[src/timer01_pkg.sv]
// Register map, field positions and divider constants for the timer block.
package timer01_pkg;
   // Register addresses on the special-function-register port.
   localparam logic [7:0] ADDR_RUN_FLAGS = 8'h88;
   localparam logic [7:0] ADDR_MODE = 8'h89;
   localparam logic [7:0] ADDR_COUNT_LOW = 8'h8a;
   localparam logic [7:0] ADDR_CLK_SEL = 8'h8e;
   // Reset values.
   localparam logic [7:0] RST_RUN_FLAGS = 8'h00;
   localparam logic [7:0] RST_MODE = 8'h00;
   localparam logic [7:0] RST_COUNT_LOW = 8'h00;
   localparam logic [7:0] RST_CLK_SEL = 8'h00;
   localparam logic [7:0] READ_UNMAPPED = 8'h00;
   // Run and flag register fields.
   localparam int OVF1_BIT = 7;
   localparam int RUN1_BIT = 6;
   localparam int OVF0_BIT = 5;
   localparam int RUN0_BIT = 4;
   localparam int XIRQ1_BIT = 3;
   localparam int XTYP1_BIT = 2;
   localparam int XIRQ0_BIT = 1;
   localparam int XTYP0_BIT = 0;
   // Mode register fields.
   localparam int GATED1_BIT = 7;
   localparam int CT1_BIT = 6;
   localparam int M1_LSB = 4;
   localparam int GATED0_BIT = 3;
   localparam int CT0_BIT = 2;
   localparam int M0_LSB = 0;
   // Clock select register fields; timer 3 pair sits two above timer 2.
   localparam int LO2_SYS_BIT = 4;
   localparam int HI2_SYS_BIT = 5;
   localparam int SYS1_BIT = 3;
   localparam int SYS0_BIT = 2;
   localparam int SCA_LSB = 0;
   // Divider ratios and the terminal counts derived from them.
   localparam int DIV_SYS12 = 12;
   localparam int DIV_SYS4 = 4;
   localparam int DIV_SYS48 = 48;
   localparam int DIV_EXT8 = 8;
   localparam logic [3:0] DIV12_LAST = 4'(DIV_SYS12 - 1);
   localparam logic [1:0] DIV4_LAST = 2'(DIV_SYS4 - 1);
   localparam logic [1:0] DIV48_LAST = 2'(DIV_SYS48 / DIV_SYS12 - 1);
   localparam logic [2:0] EXT8_LAST = 3'(DIV_EXT8 - 1);
   // Timer operating modes in field order.
   typedef enum logic [1:0] {
      MODE_13BIT, MODE_16BIT, MODE_8BIT_RELOAD, MODE_SPLIT
   } timer_mode_t;
   // Prescaler selections in field order.
   typedef enum logic [1:0] {
      PRESCALE_DIV12, PRESCALE_DIV4, PRESCALE_DIV48, PRESCALE_EXT8
   } prescale_t;
endpackage : timer01_pkg

[src/tick_if.sv]
// Interface carrying prescaler selection and clock ticks to the control.
`timescale 1ns/1ps
`default_nettype none
interface tick_if;
   timer01_pkg::prescale_t prescale;
   logic presc_tick;
   logic div12_tick;
   logic ext8_tick;
   modport src (input prescale, output presc_tick, div12_tick, ext8_tick);
   modport sink (output prescale, input presc_tick, div12_tick, ext8_tick);
endinterface : tick_if
`default_nettype wire

[src/pin_sync.sv]
// Two-flop pin synchroniser with edge detection on the synchronised level.
`timescale 1ns/1ps
`default_nettype none
module pin_sync #(
   parameter int WIDTH = 4
) (
   // Clock and reset.
   input wire logic ref_clk,
   input wire logic rst,
   // Raw pins and conditioned views.
   input wire logic [WIDTH-1:0] pin,
   output logic [WIDTH-1:0] level,
   output logic [WIDTH-1:0] rise,
   output logic [WIDTH-1:0] fall
);
   typedef struct packed {
      logic [WIDTH-1:0] meta;
      logic [WIDTH-1:0] sync;
      logic [WIDTH-1:0] prev;
   } sync_state_t;
   sync_state_t state_reg, state_next;

   // The meta stage feeds only the sync stage; edges compare later stages.
   always_comb begin
      state_next.meta = pin;
      state_next.sync = state_reg.meta;
      state_next.prev = state_reg.sync;
   end

   always_ff @(posedge ref_clk) begin
      if (rst) state_reg <= '0;
      else state_reg <= state_next;
   end

   // Edges are one-cycle pulses.
   assign level = state_reg.sync;
   assign rise = state_reg.sync & ~state_reg.prev;
   assign fall = state_reg.prev & ~state_reg.sync;
endmodule : pin_sync
`default_nettype wire

[src/timer_prescaler.sv]
// Shared prescaler: system divide by 12, 4 and 48, external divide by 8.
`timescale 1ns/1ps
`default_nettype none
module timer_prescaler (
   // Clock and reset.
   input wire logic ref_clk,
   input wire logic rst,
   // External oscillator pin.
   input wire logic ext_clk,
   // Ticks to the control logic.
   tick_if.src ticks
);
   typedef struct packed {
      logic [3:0] c12;
      logic [1:0] c48;
      logic [2:0] c8;
   } presc_state_t;
   presc_state_t state_reg, state_next;
   logic ext_rise;
   logic wrap12;
   logic tick4;
   logic tick48;

   // The external clock is brought into the system domain first.
   pin_sync #(.WIDTH(1)) ext_sync (
      .ref_clk(ref_clk),
      .rst(rst),
      .pin(ext_clk),
      .level(),
      .rise(ext_rise),
      .fall()
   );

   assign wrap12 = state_reg.c12 == timer01_pkg::DIV12_LAST;
   assign tick4 = state_reg.c12[1:0] == timer01_pkg::DIV4_LAST;
   assign tick48 = wrap12 && state_reg.c48 == timer01_pkg::DIV48_LAST;

   // Divide by 4 shares the divide-by-12 counter since 4 divides 12.
   always_comb begin
      state_next = state_reg;
      state_next.c12 = wrap12 ? 4'h0 : state_reg.c12 + 4'h1;
      if (wrap12) state_next.c48 = state_reg.c48 + 2'h1;
      if (ext_rise) state_next.c8 = state_reg.c8 + 3'h1;
   end

   always_ff @(posedge ref_clk) begin
      if (rst) state_reg <= '0;
      else state_reg <= state_next;
   end

   // Selected prescaled tick.
   assign ticks.div12_tick = wrap12;
   assign ticks.ext8_tick = ext_rise && state_reg.c8 == timer01_pkg::EXT8_LAST;
   always_comb begin
      unique case (ticks.prescale)
         timer01_pkg::PRESCALE_DIV12: ticks.presc_tick = wrap12;
         timer01_pkg::PRESCALE_DIV4: ticks.presc_tick = tick4;
         timer01_pkg::PRESCALE_DIV48: ticks.presc_tick = tick48;
         timer01_pkg::PRESCALE_EXT8: ticks.presc_tick = ticks.ext8_tick;
      endcase
   end
endmodule : timer_prescaler
`default_nettype wire

[src/timer01_ctrl.sv]
// Control, mode and clock selection for timers 0 and 1, with timer 0 low byte.
`timescale 1ns/1ps
`default_nettype none
// Operation
// - Timer 1 overflow sets flag; vector clears.
// - Timer 0 overflow sets flag; vector clears.
// - Timer 1 runs on run bit, gated input.
// - Timer 0 runs on run bit, gated input.
// - Run bits disable at zero, enable at one.
// - Irq 1 flag edge or level; level follows.
// - Irq 0 flag edge or level; level follows.
// - Type bit zero level, one edge.
// - Timer 1 counts clock or pin falls.
// - Timer 0 counts clock or pin falls.
// - Timer 1 modes: 13, 16, reload, inactive.
// - Timer 0 modes: 13, 16, reload, split.
// - Timer 1 clock select: system or prescaled.
// - Timer 0 clock select: system or prescaled.
// - Prescale divides by 12, 4, 48, ext 8.
// - External divided clock is synchronised first.
// - Timer 3 high select only in split.
// - Timer 3 low select: system or external.
// - Timer 2 high select only in split.
// - Timer 2 low select: system or external.
// - Timer 0 low byte is CPU readable, writable.
// - 13-bit wrap from all ones sets flag.
// - Reload mode reloads low from high byte.
// - Split high byte uses timer 1 run, flag.
module timer01_ctrl (
   // Clock and reset.
   input wire logic ref_clk,
   input wire logic rst,
   // Special function register port.
   input wire logic [7:0] sfr_addr,
   input wire logic sfr_wr,
   input wire logic sfr_rd,
   input wire logic [7:0] sfr_wdata,
   output logic [7:0] sfr_rdata,
   // Interrupt vector acknowledges from the core.
   input wire logic vec_timer0,
   input wire logic vec_timer1,
   input wire logic vec_ext_irq0,
   input wire logic vec_ext_irq1,
   // Pins.
   input wire logic timer0_count_pin,
   input wire logic timer1_count_pin,
   input wire logic ext_irq0_input,
   input wire logic ext_irq1_input,
   input wire logic ext_clk,
   // Polarity bits from the external interrupt configuration register.
   input wire logic ext_irq0_polarity,
   input wire logic ext_irq1_polarity,
   // Timer 0 high byte held outside.
   input wire logic [7:0] timer0_count_high,
   output logic timer0_high_inc,
   // Timer 1 count held outside.
   output logic timer1_tick,
   input wire logic timer1_overflow,
   // Timers 2 and 3 configuration and clock enables.
   input wire logic timer2_split,
   input wire logic timer3_split,
   input wire logic timer2_external_select,
   input wire logic timer3_external_select,
   output logic timer2_low_tick,
   output logic timer2_high_tick,
   output logic timer3_low_tick,
   output logic timer3_high_tick,
   // Flags to the interrupt controller.
   output logic timer0_overflow_flag,
   output logic timer1_overflow_flag,
   output logic ext_irq0_flag,
   output logic ext_irq1_flag
);
   typedef struct packed {
      logic [7:0] run_flags;
      logic [7:0] mode;
      logic [7:0] count_low;
      logic [7:0] clk_sel;
      logic [7:0] rdata;
   } ctrl_state_t;
   ctrl_state_t state_reg, state_next;

   tick_if ticks ();
   logic [3:0] pin_lvl;
   logic [3:0] pin_rise;
   logic [3:0] pin_fall;
   logic wr_flags, wr_mode, wr_low, wr_clk;
   logic run0, run1, gated0, gated1, ct0, ct1, sys0, sys1;
   timer01_pkg::timer_mode_t m0, m1;
   logic act0, act1, edge0, edge1;
   logic t0_src, t0_run, t0_tick, t0_carry, ovf0;
   logic th_tick, th_ovf, ovf1_set;
   logic t1_src, t1_run;
   logic tl_full, th_full;
   logic [1:0] ext_sel, split, lo_tick, hi_tick;

   // Pins 0..3: count pin 0, count pin 1, irq 0, irq 1.
   pin_sync #(.WIDTH(4)) pins (
      .ref_clk(ref_clk),
      .rst(rst),
      .pin({ext_irq1_input, ext_irq0_input, timer1_count_pin,
            timer0_count_pin}),
      .level(pin_lvl),
      .rise(pin_rise),
      .fall(pin_fall)
   );

   timer_prescaler presc (
      .ref_clk(ref_clk),
      .rst(rst),
      .ext_clk(ext_clk),
      .ticks(ticks.src)
   );
   assign ticks.prescale = timer01_pkg::prescale_t'(
      state_reg.clk_sel[timer01_pkg::SCA_LSB +: 2]);

   // Register write strobes.
   assign wr_flags = sfr_wr && sfr_addr == timer01_pkg::ADDR_RUN_FLAGS;
   assign wr_mode = sfr_wr && sfr_addr == timer01_pkg::ADDR_MODE;
   assign wr_low = sfr_wr && sfr_addr == timer01_pkg::ADDR_COUNT_LOW;
   assign wr_clk = sfr_wr && sfr_addr == timer01_pkg::ADDR_CLK_SEL;

   // Field views of the stored registers.
   assign run0 = state_reg.run_flags[timer01_pkg::RUN0_BIT];
   assign run1 = state_reg.run_flags[timer01_pkg::RUN1_BIT];
   assign gated0 = state_reg.mode[timer01_pkg::GATED0_BIT];
   assign gated1 = state_reg.mode[timer01_pkg::GATED1_BIT];
   assign ct0 = state_reg.mode[timer01_pkg::CT0_BIT];
   assign ct1 = state_reg.mode[timer01_pkg::CT1_BIT];
   assign sys0 = state_reg.clk_sel[timer01_pkg::SYS0_BIT];
   assign sys1 = state_reg.clk_sel[timer01_pkg::SYS1_BIT];
   assign m0 = timer01_pkg::timer_mode_t'(
      state_reg.mode[timer01_pkg::M0_LSB +: 2]);
   assign m1 = timer01_pkg::timer_mode_t'(
      state_reg.mode[timer01_pkg::M1_LSB +: 2]);

   // Interrupt inputs, active at the configured polarity.
   assign act0 = pin_lvl[2] ~^ ext_irq0_polarity;
   assign act1 = pin_lvl[3] ~^ ext_irq1_polarity;
   assign edge0 = ext_irq0_polarity ? pin_rise[2] : pin_fall[2];
   assign edge1 = ext_irq1_polarity ? pin_rise[3] : pin_fall[3];

   // Timer 0 source and run control.
   assign t0_src = ct0 ? pin_fall[0] : (sys0 | ticks.presc_tick);
   assign t0_run = run0 & (~gated0 | act0);
   assign t0_tick = t0_run & t0_src;

   // Carry out of the low byte, five bits wide in 13-bit mode.
   assign tl_full = &state_reg.count_low;
   assign th_full = &timer0_count_high;
   assign t0_carry = (m0 == timer01_pkg::MODE_13BIT) ?
      &state_reg.count_low[4:0] : tl_full;
   assign ovf0 = t0_tick & t0_carry &
      (m0 == timer01_pkg::MODE_8BIT_RELOAD ||
       m0 == timer01_pkg::MODE_SPLIT || th_full);

   // In split mode the high byte is a plain timer run by timer 1's run bit.
   assign th_tick = run1 & (sys0 | ticks.presc_tick);
   assign th_ovf = m0 == timer01_pkg::MODE_SPLIT && th_tick && th_full;
   assign timer0_high_inc = (m0 == timer01_pkg::MODE_SPLIT) ? th_tick :
      (t0_tick & t0_carry & (m0 != timer01_pkg::MODE_8BIT_RELOAD));

   // Timer 1 loses its pin and its flag while timer 0 is split.
   assign t1_src = (ct1 && m0 != timer01_pkg::MODE_SPLIT) ? pin_fall[1] :
      (sys1 | ticks.presc_tick);
   assign t1_run = m1 != timer01_pkg::MODE_SPLIT &&
      (m0 == timer01_pkg::MODE_SPLIT ||
       (run1 && (!gated1 || act1)));
   assign timer1_tick = t1_run & t1_src;
   assign ovf1_set = (m0 == timer01_pkg::MODE_SPLIT) ? th_ovf :
      timer1_overflow;

   // Timers 2 and 3 byte clocks; a select of one picks the system clock.
   assign ext_sel = {timer3_external_select, timer2_external_select};
   assign split = {timer3_split, timer2_split};
   generate
      for (genvar i = 0; i < 2; i++) begin : g_t23
         logic xclk;
         assign xclk = ext_sel[i] ? ticks.ext8_tick : ticks.div12_tick;
         assign lo_tick[i] =
            state_reg.clk_sel[timer01_pkg::LO2_SYS_BIT + 2 * i] | xclk;
         assign hi_tick[i] = split[i] ?
            (state_reg.clk_sel[timer01_pkg::HI2_SYS_BIT + 2 * i] | xclk) :
            lo_tick[i];
      end
   endgenerate
   assign timer2_low_tick = lo_tick[0];
   assign timer2_high_tick = hi_tick[0];
   assign timer3_low_tick = lo_tick[1];
   assign timer3_high_tick = hi_tick[1];

   // Next state: writes first, then hardware clears, then hardware sets.
   // Sets are ORed in last so an event never loses to a clear.
   always_comb begin
      state_next = state_reg;
      if (wr_flags) state_next.run_flags = sfr_wdata;
      if (wr_mode) state_next.mode = sfr_wdata;
      if (wr_clk) state_next.clk_sel = sfr_wdata;
      if (!wr_flags) begin
         if (vec_timer1)
            state_next.run_flags[timer01_pkg::OVF1_BIT] = 1'b0;
         if (vec_timer0)
            state_next.run_flags[timer01_pkg::OVF0_BIT] = 1'b0;
         if (vec_ext_irq1)
            state_next.run_flags[timer01_pkg::XIRQ1_BIT] = 1'b0;
         if (vec_ext_irq0)
            state_next.run_flags[timer01_pkg::XIRQ0_BIT] = 1'b0;
      end
      if (ovf1_set)
         state_next.run_flags[timer01_pkg::OVF1_BIT] = 1'b1;
      if (ovf0)
         state_next.run_flags[timer01_pkg::OVF0_BIT] = 1'b1;
      // Level type makes the flag a copy of the input; edge type latches.
      if (!state_next.run_flags[timer01_pkg::XTYP1_BIT])
         state_next.run_flags[timer01_pkg::XIRQ1_BIT] = act1;
      else if (edge1)
         state_next.run_flags[timer01_pkg::XIRQ1_BIT] = 1'b1;
      if (!state_next.run_flags[timer01_pkg::XTYP0_BIT])
         state_next.run_flags[timer01_pkg::XIRQ0_BIT] = act0;
      else if (edge0)
         state_next.run_flags[timer01_pkg::XIRQ0_BIT] = 1'b1;
      // A software load of the low byte takes priority over counting.
      if (wr_low) begin
         state_next.count_low = sfr_wdata;
      end else if (t0_tick) begin
         unique case (m0)
            timer01_pkg::MODE_13BIT: state_next.count_low[4:0] =
               state_reg.count_low[4:0] + 5'h01;
            timer01_pkg::MODE_16BIT: state_next.count_low =
               state_reg.count_low + 8'h01;
            timer01_pkg::MODE_8BIT_RELOAD: state_next.count_low = tl_full ?
               timer0_count_high : state_reg.count_low + 8'h01;
            timer01_pkg::MODE_SPLIT: state_next.count_low =
               state_reg.count_low + 8'h01;
         endcase
      end
      // Read data is captured on the read strobe and held until the next.
      if (sfr_rd) begin
         case (sfr_addr)
            timer01_pkg::ADDR_RUN_FLAGS:
               state_next.rdata = state_reg.run_flags;
            timer01_pkg::ADDR_MODE: state_next.rdata = state_reg.mode;
            timer01_pkg::ADDR_COUNT_LOW:
               state_next.rdata = state_reg.count_low;
            timer01_pkg::ADDR_CLK_SEL: state_next.rdata = state_reg.clk_sel;
            default: state_next.rdata = timer01_pkg::READ_UNMAPPED;
         endcase
      end
   end

   always_ff @(posedge ref_clk) begin
      if (rst) begin
         state_reg.run_flags <= timer01_pkg::RST_RUN_FLAGS;
         state_reg.mode <= timer01_pkg::RST_MODE;
         state_reg.count_low <= timer01_pkg::RST_COUNT_LOW;
         state_reg.clk_sel <= timer01_pkg::RST_CLK_SEL;
         state_reg.rdata <= timer01_pkg::READ_UNMAPPED;
      end else begin
         state_reg <= state_next;
      end
   end

   // Outputs straight from the read-data and flag registers.
   assign sfr_rdata = state_reg.rdata;
   assign timer1_overflow_flag = state_reg.run_flags[timer01_pkg::OVF1_BIT];
   assign timer0_overflow_flag = state_reg.run_flags[timer01_pkg::OVF0_BIT];
   assign ext_irq1_flag = state_reg.run_flags[timer01_pkg::XIRQ1_BIT];
   assign ext_irq0_flag = state_reg.run_flags[timer01_pkg::XIRQ0_BIT];
endmodule : timer01_ctrl
`default_nettype wire

[config.mk]
export PLATFORM = sky130hd
export DESIGN_NAME = timer01_ctrl
export DESIGN_NICKNAME = d
export VERILOG_FILES = /design/src/timer01_pkg.sv /design/src/tick_if.sv /design/src/pin_sync.sv /design/src/timer_prescaler.sv /design/src/timer01_ctrl.sv
export SDC_FILE = /design/constraint.sdc
export NUM_CORES = 1
export LEC_CHECK = 0
export BUFFER_PORTS_ARGS = -buffer_cell sky130_fd_sc_hd__buf_4
export CAP_MARGIN = 20
export CORE_ASPECT_RATIO = 2
export CORE_MARGIN = 2
export CORE_UTILIZATION = 56
export DETAILED_ROUTE_END_ITERATION = 10
export PLACE_DENSITY_LB_ADDON = 0.3
export SYNTH_ARGS = -nofsm -noshare
export SYNTH_HDL_FRONTEND = slang
export SYNTH_HIERARCHICAL = 1
export SYNTH_SLANG_ARGS = --single-unit
[constraint.sdc]
create_clock -name ref_clk -period 3.2 [get_ports ref_clk]
set_input_delay 0.16 -clock ref_clk [delete_from_list [all_inputs] [get_ports ref_clk]]
set_output_delay 0.16 -clock ref_clk [all_outputs]
set_load 0.03 [all_outputs]
==> reports/results.ini, run 1 <==
[status]
status=finished, final reports clean

[sta]
setup_viol=0
fin_tns_setup_ns=0
period_share_pct=86.52
fmaxAchievable_mhz=361.2
worstMarginPinSlew_ns=0.8057
slew-limit-headroom_pct=45.88
slew_viol_final=0
hold_viol_final=0
fin_skew_ns=0.007468
period_needed_ns=2.769
rsz0062_at_grt=false

[worst_setup_path]
reg2reg_to=state_reg[22]$_SDFFE_PP0P_
regToRegSetupSlack_ns=0.53
worst_setup_path_end_kind=output pin
path_class=reg -> out
worstRegToRegCells=9
r2r-start=presc/ext_sync/level$_SDFF_PP0_
required_ns=3.04
start_kind=flip-flop
arrival_ns=2.61
critPathMaxFanout=6

[power_and_ir_drop]
p_switching_uw=401.0
switching_share_pct=19.79
clkPwrFrac_pct=52.8
sequentialPowerShare_pct=40.6
peakVddDrop_mv=0.5401
p_leak_nw=1.591
intPower_mw=1.625
power.density_nw_per_um2=499.3
p_comb_share_pct=6.6

[placement]
postPlaceCellArea_um2=3724
place_hpwl_mm=6.247
port_buffers=61
globalplace.congestion=0.9467

[cts]
cts_tree=done
clock_sinks=64
cts_buffer_depth=2
htreeDepth=3
hold_buffers=0
cts_root_buf=clkbuf_16
cts_setup_buffers=0
path_clk_slew_ns=0.05
clk_latency_ns=0.33
cts_made_buffers=9
post_cts_resized=0

[yosys]
syn_avg_cell_area_um2=9.386
syn_nets=403
yosysWarnings=6
synth_area_um2=3313
syn_inst=353

[global_route]
grt_max_degree=54
grt_pass1_vias=2882
grt_pass1_wl_mm=13.41
antenna_found_initial=0
overflow=0
grt.total_usage_pct=26.75

[route]
drt_pass1_iterations=6
drtIter0Drc=124
wl_per_cell_um=17.40
vias_per_cell=6.117
drtAntennaViolNets=0
routed_wl_mm=8.160
drc_errors=0
vias=2869

[layout]
utilization_pct=71.07
drive_above_1_share_pct=27.45
area_growth_pct=22.47
antenna_cells=0
largest_reg_flops=18
n_fill_cell=454
nets=453
postLayoutCellArea_um2=4058

[die]
die_w_um=58.39
num_rows=39
initial_core_util_pct=58.03
dieHeight_um=112.8
dieArea_um2=6585
coreArea_um2=5709
ios=62

[hold_path]
hold-path-cell-count=2
hp-class=in -> reg
min_from=timer0_count_pin
hold_end=pins/state_next[4]$_SDFF_PP0_

[run]
maxCapViolCount=0

-- power groups by stage --
stage / logic [mW] / clock network (mW) / registers (mW)
6_report: 0.134 / 1.07 / 0.823
5_1_grt: 0.145 / 1.13 / 0.824
4_1_cts: 0.134 / 1.08 / 0.823
3_5_place_dp: 0.133 / 0 / 0.840
3_3_place_gp: 0.132 / 0 / 0.839
2_1_floorplan: 0.0619 / 0 / 0.841
-- metal layers --
metal / GRT usage, % / share of wire, % / vias to the layer above
met5: 0 / 0 / -
met4: 16.90 / 6.2 / 0
met3: 6.514 / 5.1 / 47
met2: 46.82 / 53 / 120
met1: 27.09 / 35 / 1342
li1: - / - / 1360
-- cell usage in the layout, fill, tap and decap left out, drive strengths merged, types with 6 or more instances in the layout --
cell / instances
dfxtp: 64
buf: 62
mux2i: 41
nor2: 41
nand2: 27
nor2b: 23
o21ai: 18
clkbuf: 14
a22o: 11
a31oi: 7
mux2: 7
inv: 7
nor3: 6
nand2b: 6
a22oi: 6
ha: 6
nand3: 6
-- worst max-delay path by stage --
stage	from	end	slack, ns	cells past startpoint
6_report	presc/ext_sync/level$_SDFF_PP0_	timer0_high_inc	0.43	8
5_1_grt	presc/ext_sync/level$_SDFF_PP0_	state_reg[22]$_SDFFE_PP0P_	0.30	9
4_1_cts	presc/state_reg[5]$_SDFF_PP0_	timer0_high_inc	0.44	8
3_5_place_dp	presc/state_reg[5]$_SDFF_PP0_	state_reg[22]$_SDFFE_PP0P_	0.61	9
3_3_place_gp	presc/ext_sync/level$_SDFF_PP0_	state_reg[22]$_SDFFE_PP0P_	0.75	9
2_1_floorplan	presc/state_reg[5]$_SDFF_PP0_	timer0_high_inc	0.63	7
-- critical path, stage by stage, from the launching register on --
cell and delay [ns]:
dfxtp_1 0.31, nor2b_1 0.34, and2_1 0.26, mux2i_1 0.11, o21ai_2 0.19, nor3_1 0.12, a2111o_1 0.51, o31ai_1 0.24
buf_4 0.20
-- per-stage QoR --
| stage | worst slack (ns) | hold slack (ns) | power, mW | std cells |
|---|---|---|---|---|
| floorplan | 0.6322 | 0.2316 | 0.9034 | 353 |
| global placement | 0.7509 | 0.3729 | 0.9703 | 453 |
| detailed placement | 0.6141 | 0.3745 | 0.9731 | 453 |
| CTS | 0.4355 | 0.03634 | 2.041 | 469 |
| global route | 0.3048 | 0.03226 | 2.095 | 469 |
| finish | 0.4312 | 0.04533 | 2.026 | 469 |
-- cell type report --
cell class | count | area [um^2] | share of cell area, %
inverters | 7 | 26.28 | 0.6475
repair buffers | 62 | 465.4 | 11.47
multi-input cells | 259 | 1874 | 46.19
well taps | 61 | 76.32 | 1.881
clock buffers | 14 | 274.0 | 6.753
flip-flops and latches | 64 | 1281 | 31.58
clock inverters | 2 | 60.06 | 1.480
Power figures use the tool's default switching activity.
==> inputs of run 2 (changes only) <==
==> constraint.sdc (replaced) <==
create_clock -name ref_clk -period 3 [get_ports ref_clk]
set_input_delay 0.15 -clock ref_clk [delete_from_list [all_inputs] [get_ports ref_clk]]
set_output_delay 0.15 -clock ref_clk [all_outputs]
set_load 0.03 [all_outputs]
==> run 2 against run 1 <==
Net effect: cell count decreased by 0.43%; global-route usage about the same; cell area decreased by 0.86%; non-clock buffer count decreased by 1; core utilization decreased by 0.61 points; sequential share of layout area increased by 0.27 points; register-to-register slack got worse by 0.12 ns; critical path type unchanged; largest power group unchanged; highest routed layer unchanged.
==> reports/results.ini, run 2 (synthesized netlist as in run 1, its figures left out) <==
[worst_setup_path]
r2r-start=presc/state_reg[5]$_SDFF_PP0_
path_class=reg -> out
regToRegSetupSlack_ns=0.41  ; -0.12 ns
reg2reg_to=state_reg[22]$_SDFFE_PP0P_
arrival_ns=2.60  ; about the same
worst_setup_path_end_kind=output pin
start_kind=flip-flop
critPathMaxFanout=6  ; unchanged
required_ns=2.85  ; -0.19 ns
worstRegToRegCells=9  ; unchanged

[hold_path]
hold_end=pins/state_next[6]$_SDFF_PP0_
hp-class=in -> reg
hold-path-cell-count=2  ; unchanged
min_from=ext_irq0_input

[global_route]
overflow=0  ; unchanged
grt_max_degree=54  ; unchanged
antenna_found_initial=0  ; unchanged
grt.total_usage_pct=26.79  ; +0.040 points
grt_pass1_vias=2771  ; -3.9%
grt_pass1_wl_mm=13.17  ; -1.8%

[power_and_ir_drop]
peakVddDrop_mv=0.4919  ; -8.9%
power.density_nw_per_um2=514.4  ; +3.0%
p_leak_nw=1.577  ; -0.87%

[sta]
fmaxAchievable_mhz=363.5
fin_skew_ns=0.003546  ; -0.003922 ns
worstMarginPinSlew_ns=0.8228  ; +0.01702 ns
rsz0062_at_grt=false
setup_viol=0  ; unchanged
hold_viol_final=0  ; unchanged
fin_tns_setup_ns=0  ; unchanged
period_needed_ns=2.751
period_share_pct=91.70
slew_viol_final=0  ; unchanged
slew-limit-headroom_pct=44.74  ; -1.1 points

[layout]
largest_reg_flops=18  ; unchanged
utilization_pct=70.46  ; -0.61 points
layout_common_cells=dfxtp_1 (64), buf_4 (61), mux2i_1 (41)
layout_commonest_cell=dfxtp_1
antenna_cells=0  ; unchanged
area_growth_pct=21.41
nets=452  ; -0.22%
drive_above_1_share_pct=27.59  ; +0.14 points

[placement]
port_buffers=61  ; unchanged
globalplace.congestion=0.9216  ; -2.7%
place_hpwl_mm=6.305  ; +0.93%

[cts]
clk_latency_ns=0.33  ; about the same
htreeDepth=3  ; unchanged
path_clk_slew_ns=0.05  ; about the same
post_cts_resized=0  ; unchanged
cts_buffer_depth=2  ; unchanged
cts_made_buffers=9  ; unchanged
hold_buffers=0  ; unchanged
cts_setup_buffers=0  ; unchanged
cts_root_buf=clkbuf_16
cts_tree=done
clock_sinks=64  ; unchanged

[die]
initial_core_util_pct=58.03  ; unchanged
dieArea_um2=6585  ; unchanged
dieHeight_um=112.8  ; unchanged
ios=62  ; unchanged
coreArea_um2=5709  ; unchanged
num_rows=39  ; unchanged
die_w_um=58.39  ; unchanged

[route]
routed_wl_mm=8.186  ; +0.32%
vias_per_cell=6.030  ; -1.4%
wl_per_cell_um=17.53  ; +0.75%
vias=2816  ; -1.8%
drc_errors=0  ; unchanged
drt_pass1_iterations=5  ; -1
drtAntennaViolNets=0  ; unchanged
drtIter0Drc=113  ; -8.9%

[status]
status=finished, final reports clean

[run]
maxCapViolCount=0  ; unchanged

==> run 2: changes by cell type in the layout (fill, tap and decap cells not counted), sizes merged <==
cell,before,now
buf,62,61
bufinv,2,1
clkbuf,14,12
clkinv,0,2
==> run 2: worst max-delay path by stage <==
stage                                          startpoint                          to  slack (ns)  cells after the start
final                       presc/state_reg[5]$_SDFF_PP0_             timer0_high_inc        0.25                      8
after global routing        presc/state_reg[5]$_SDFF_PP0_             timer0_high_inc        0.16                      8
after CTS                   presc/state_reg[5]$_SDFF_PP0_             timer0_high_inc        0.26                      8
after detailed placement    presc/state_reg[5]$_SDFF_PP0_  state_reg[22]$_SDFFE_PP0P_        0.49                      9
after global placement    presc/ext_sync/level$_SDFF_PP0_  state_reg[22]$_SDFFE_PP0P_        0.55                      9
after floorplan             presc/state_reg[5]$_SDFF_PP0_             timer0_high_inc        0.44                      7
==> run 2: per-layer routing <==
layer,global-route usage (%),up-vias,routed length [um]
li1,-,1360,-
met1,27.21,1312,2909
met2,46.44,108,4414
met3,5.371,36,379
met4,19.22,0,483
met5,0,-,0
==> run 2: power breakdown <==
group          internal (mW)  switching (mW)  total, mW
Sequential             0.868          0.0106      0.878
Combinational         0.0699          0.0726      0.143
Clock                  0.702           0.347       1.05
==> run 2: metrics by stage <==
step / power (mW) / area (um^2) / hold WS [ns] / instances / setup slack, ns
floorplan: 0.9636 / 3313 / 0.2216 / 353 / 0.4422
global placement: 1.034 / 3716 / 0.3631 / 452 / 0.5537
detailed placement: 1.037 / 3716 / 0.3645 / 452 / 0.4944
CTS: 2.088 / 4023 / 0.02005 / 467 / 0.2572
global route: 2.132 / 4023 / 0.02027 / 467 / 0.1577
finish: 2.069 / 4023 / 0.02855 / 467 / 0.2491
==> run 2: area by class of cell <==
cell class | count | area [um^2]
timing repair buffer | 61 | 457.9
fill | 462 | 1687
inverter | 7 | 26.28
clock inverter | 3 | 40.04
tap | 61 | 76.32
multi-input combinational | 259 | 1874
clock buffer | 12 | 266.5
sequential | 64 | 1281
==> run 2: critical path, cell delays in order, from the launching register on <==
cell      delay (ns)
dfxtp_1         0.37
ha_1            0.25
nand3b_2        0.16
a211o_1         0.31
o21ai_2         0.10
nor3_1          0.12
a2111o_1        0.50
o31ai_1         0.26
buf_4           0.21
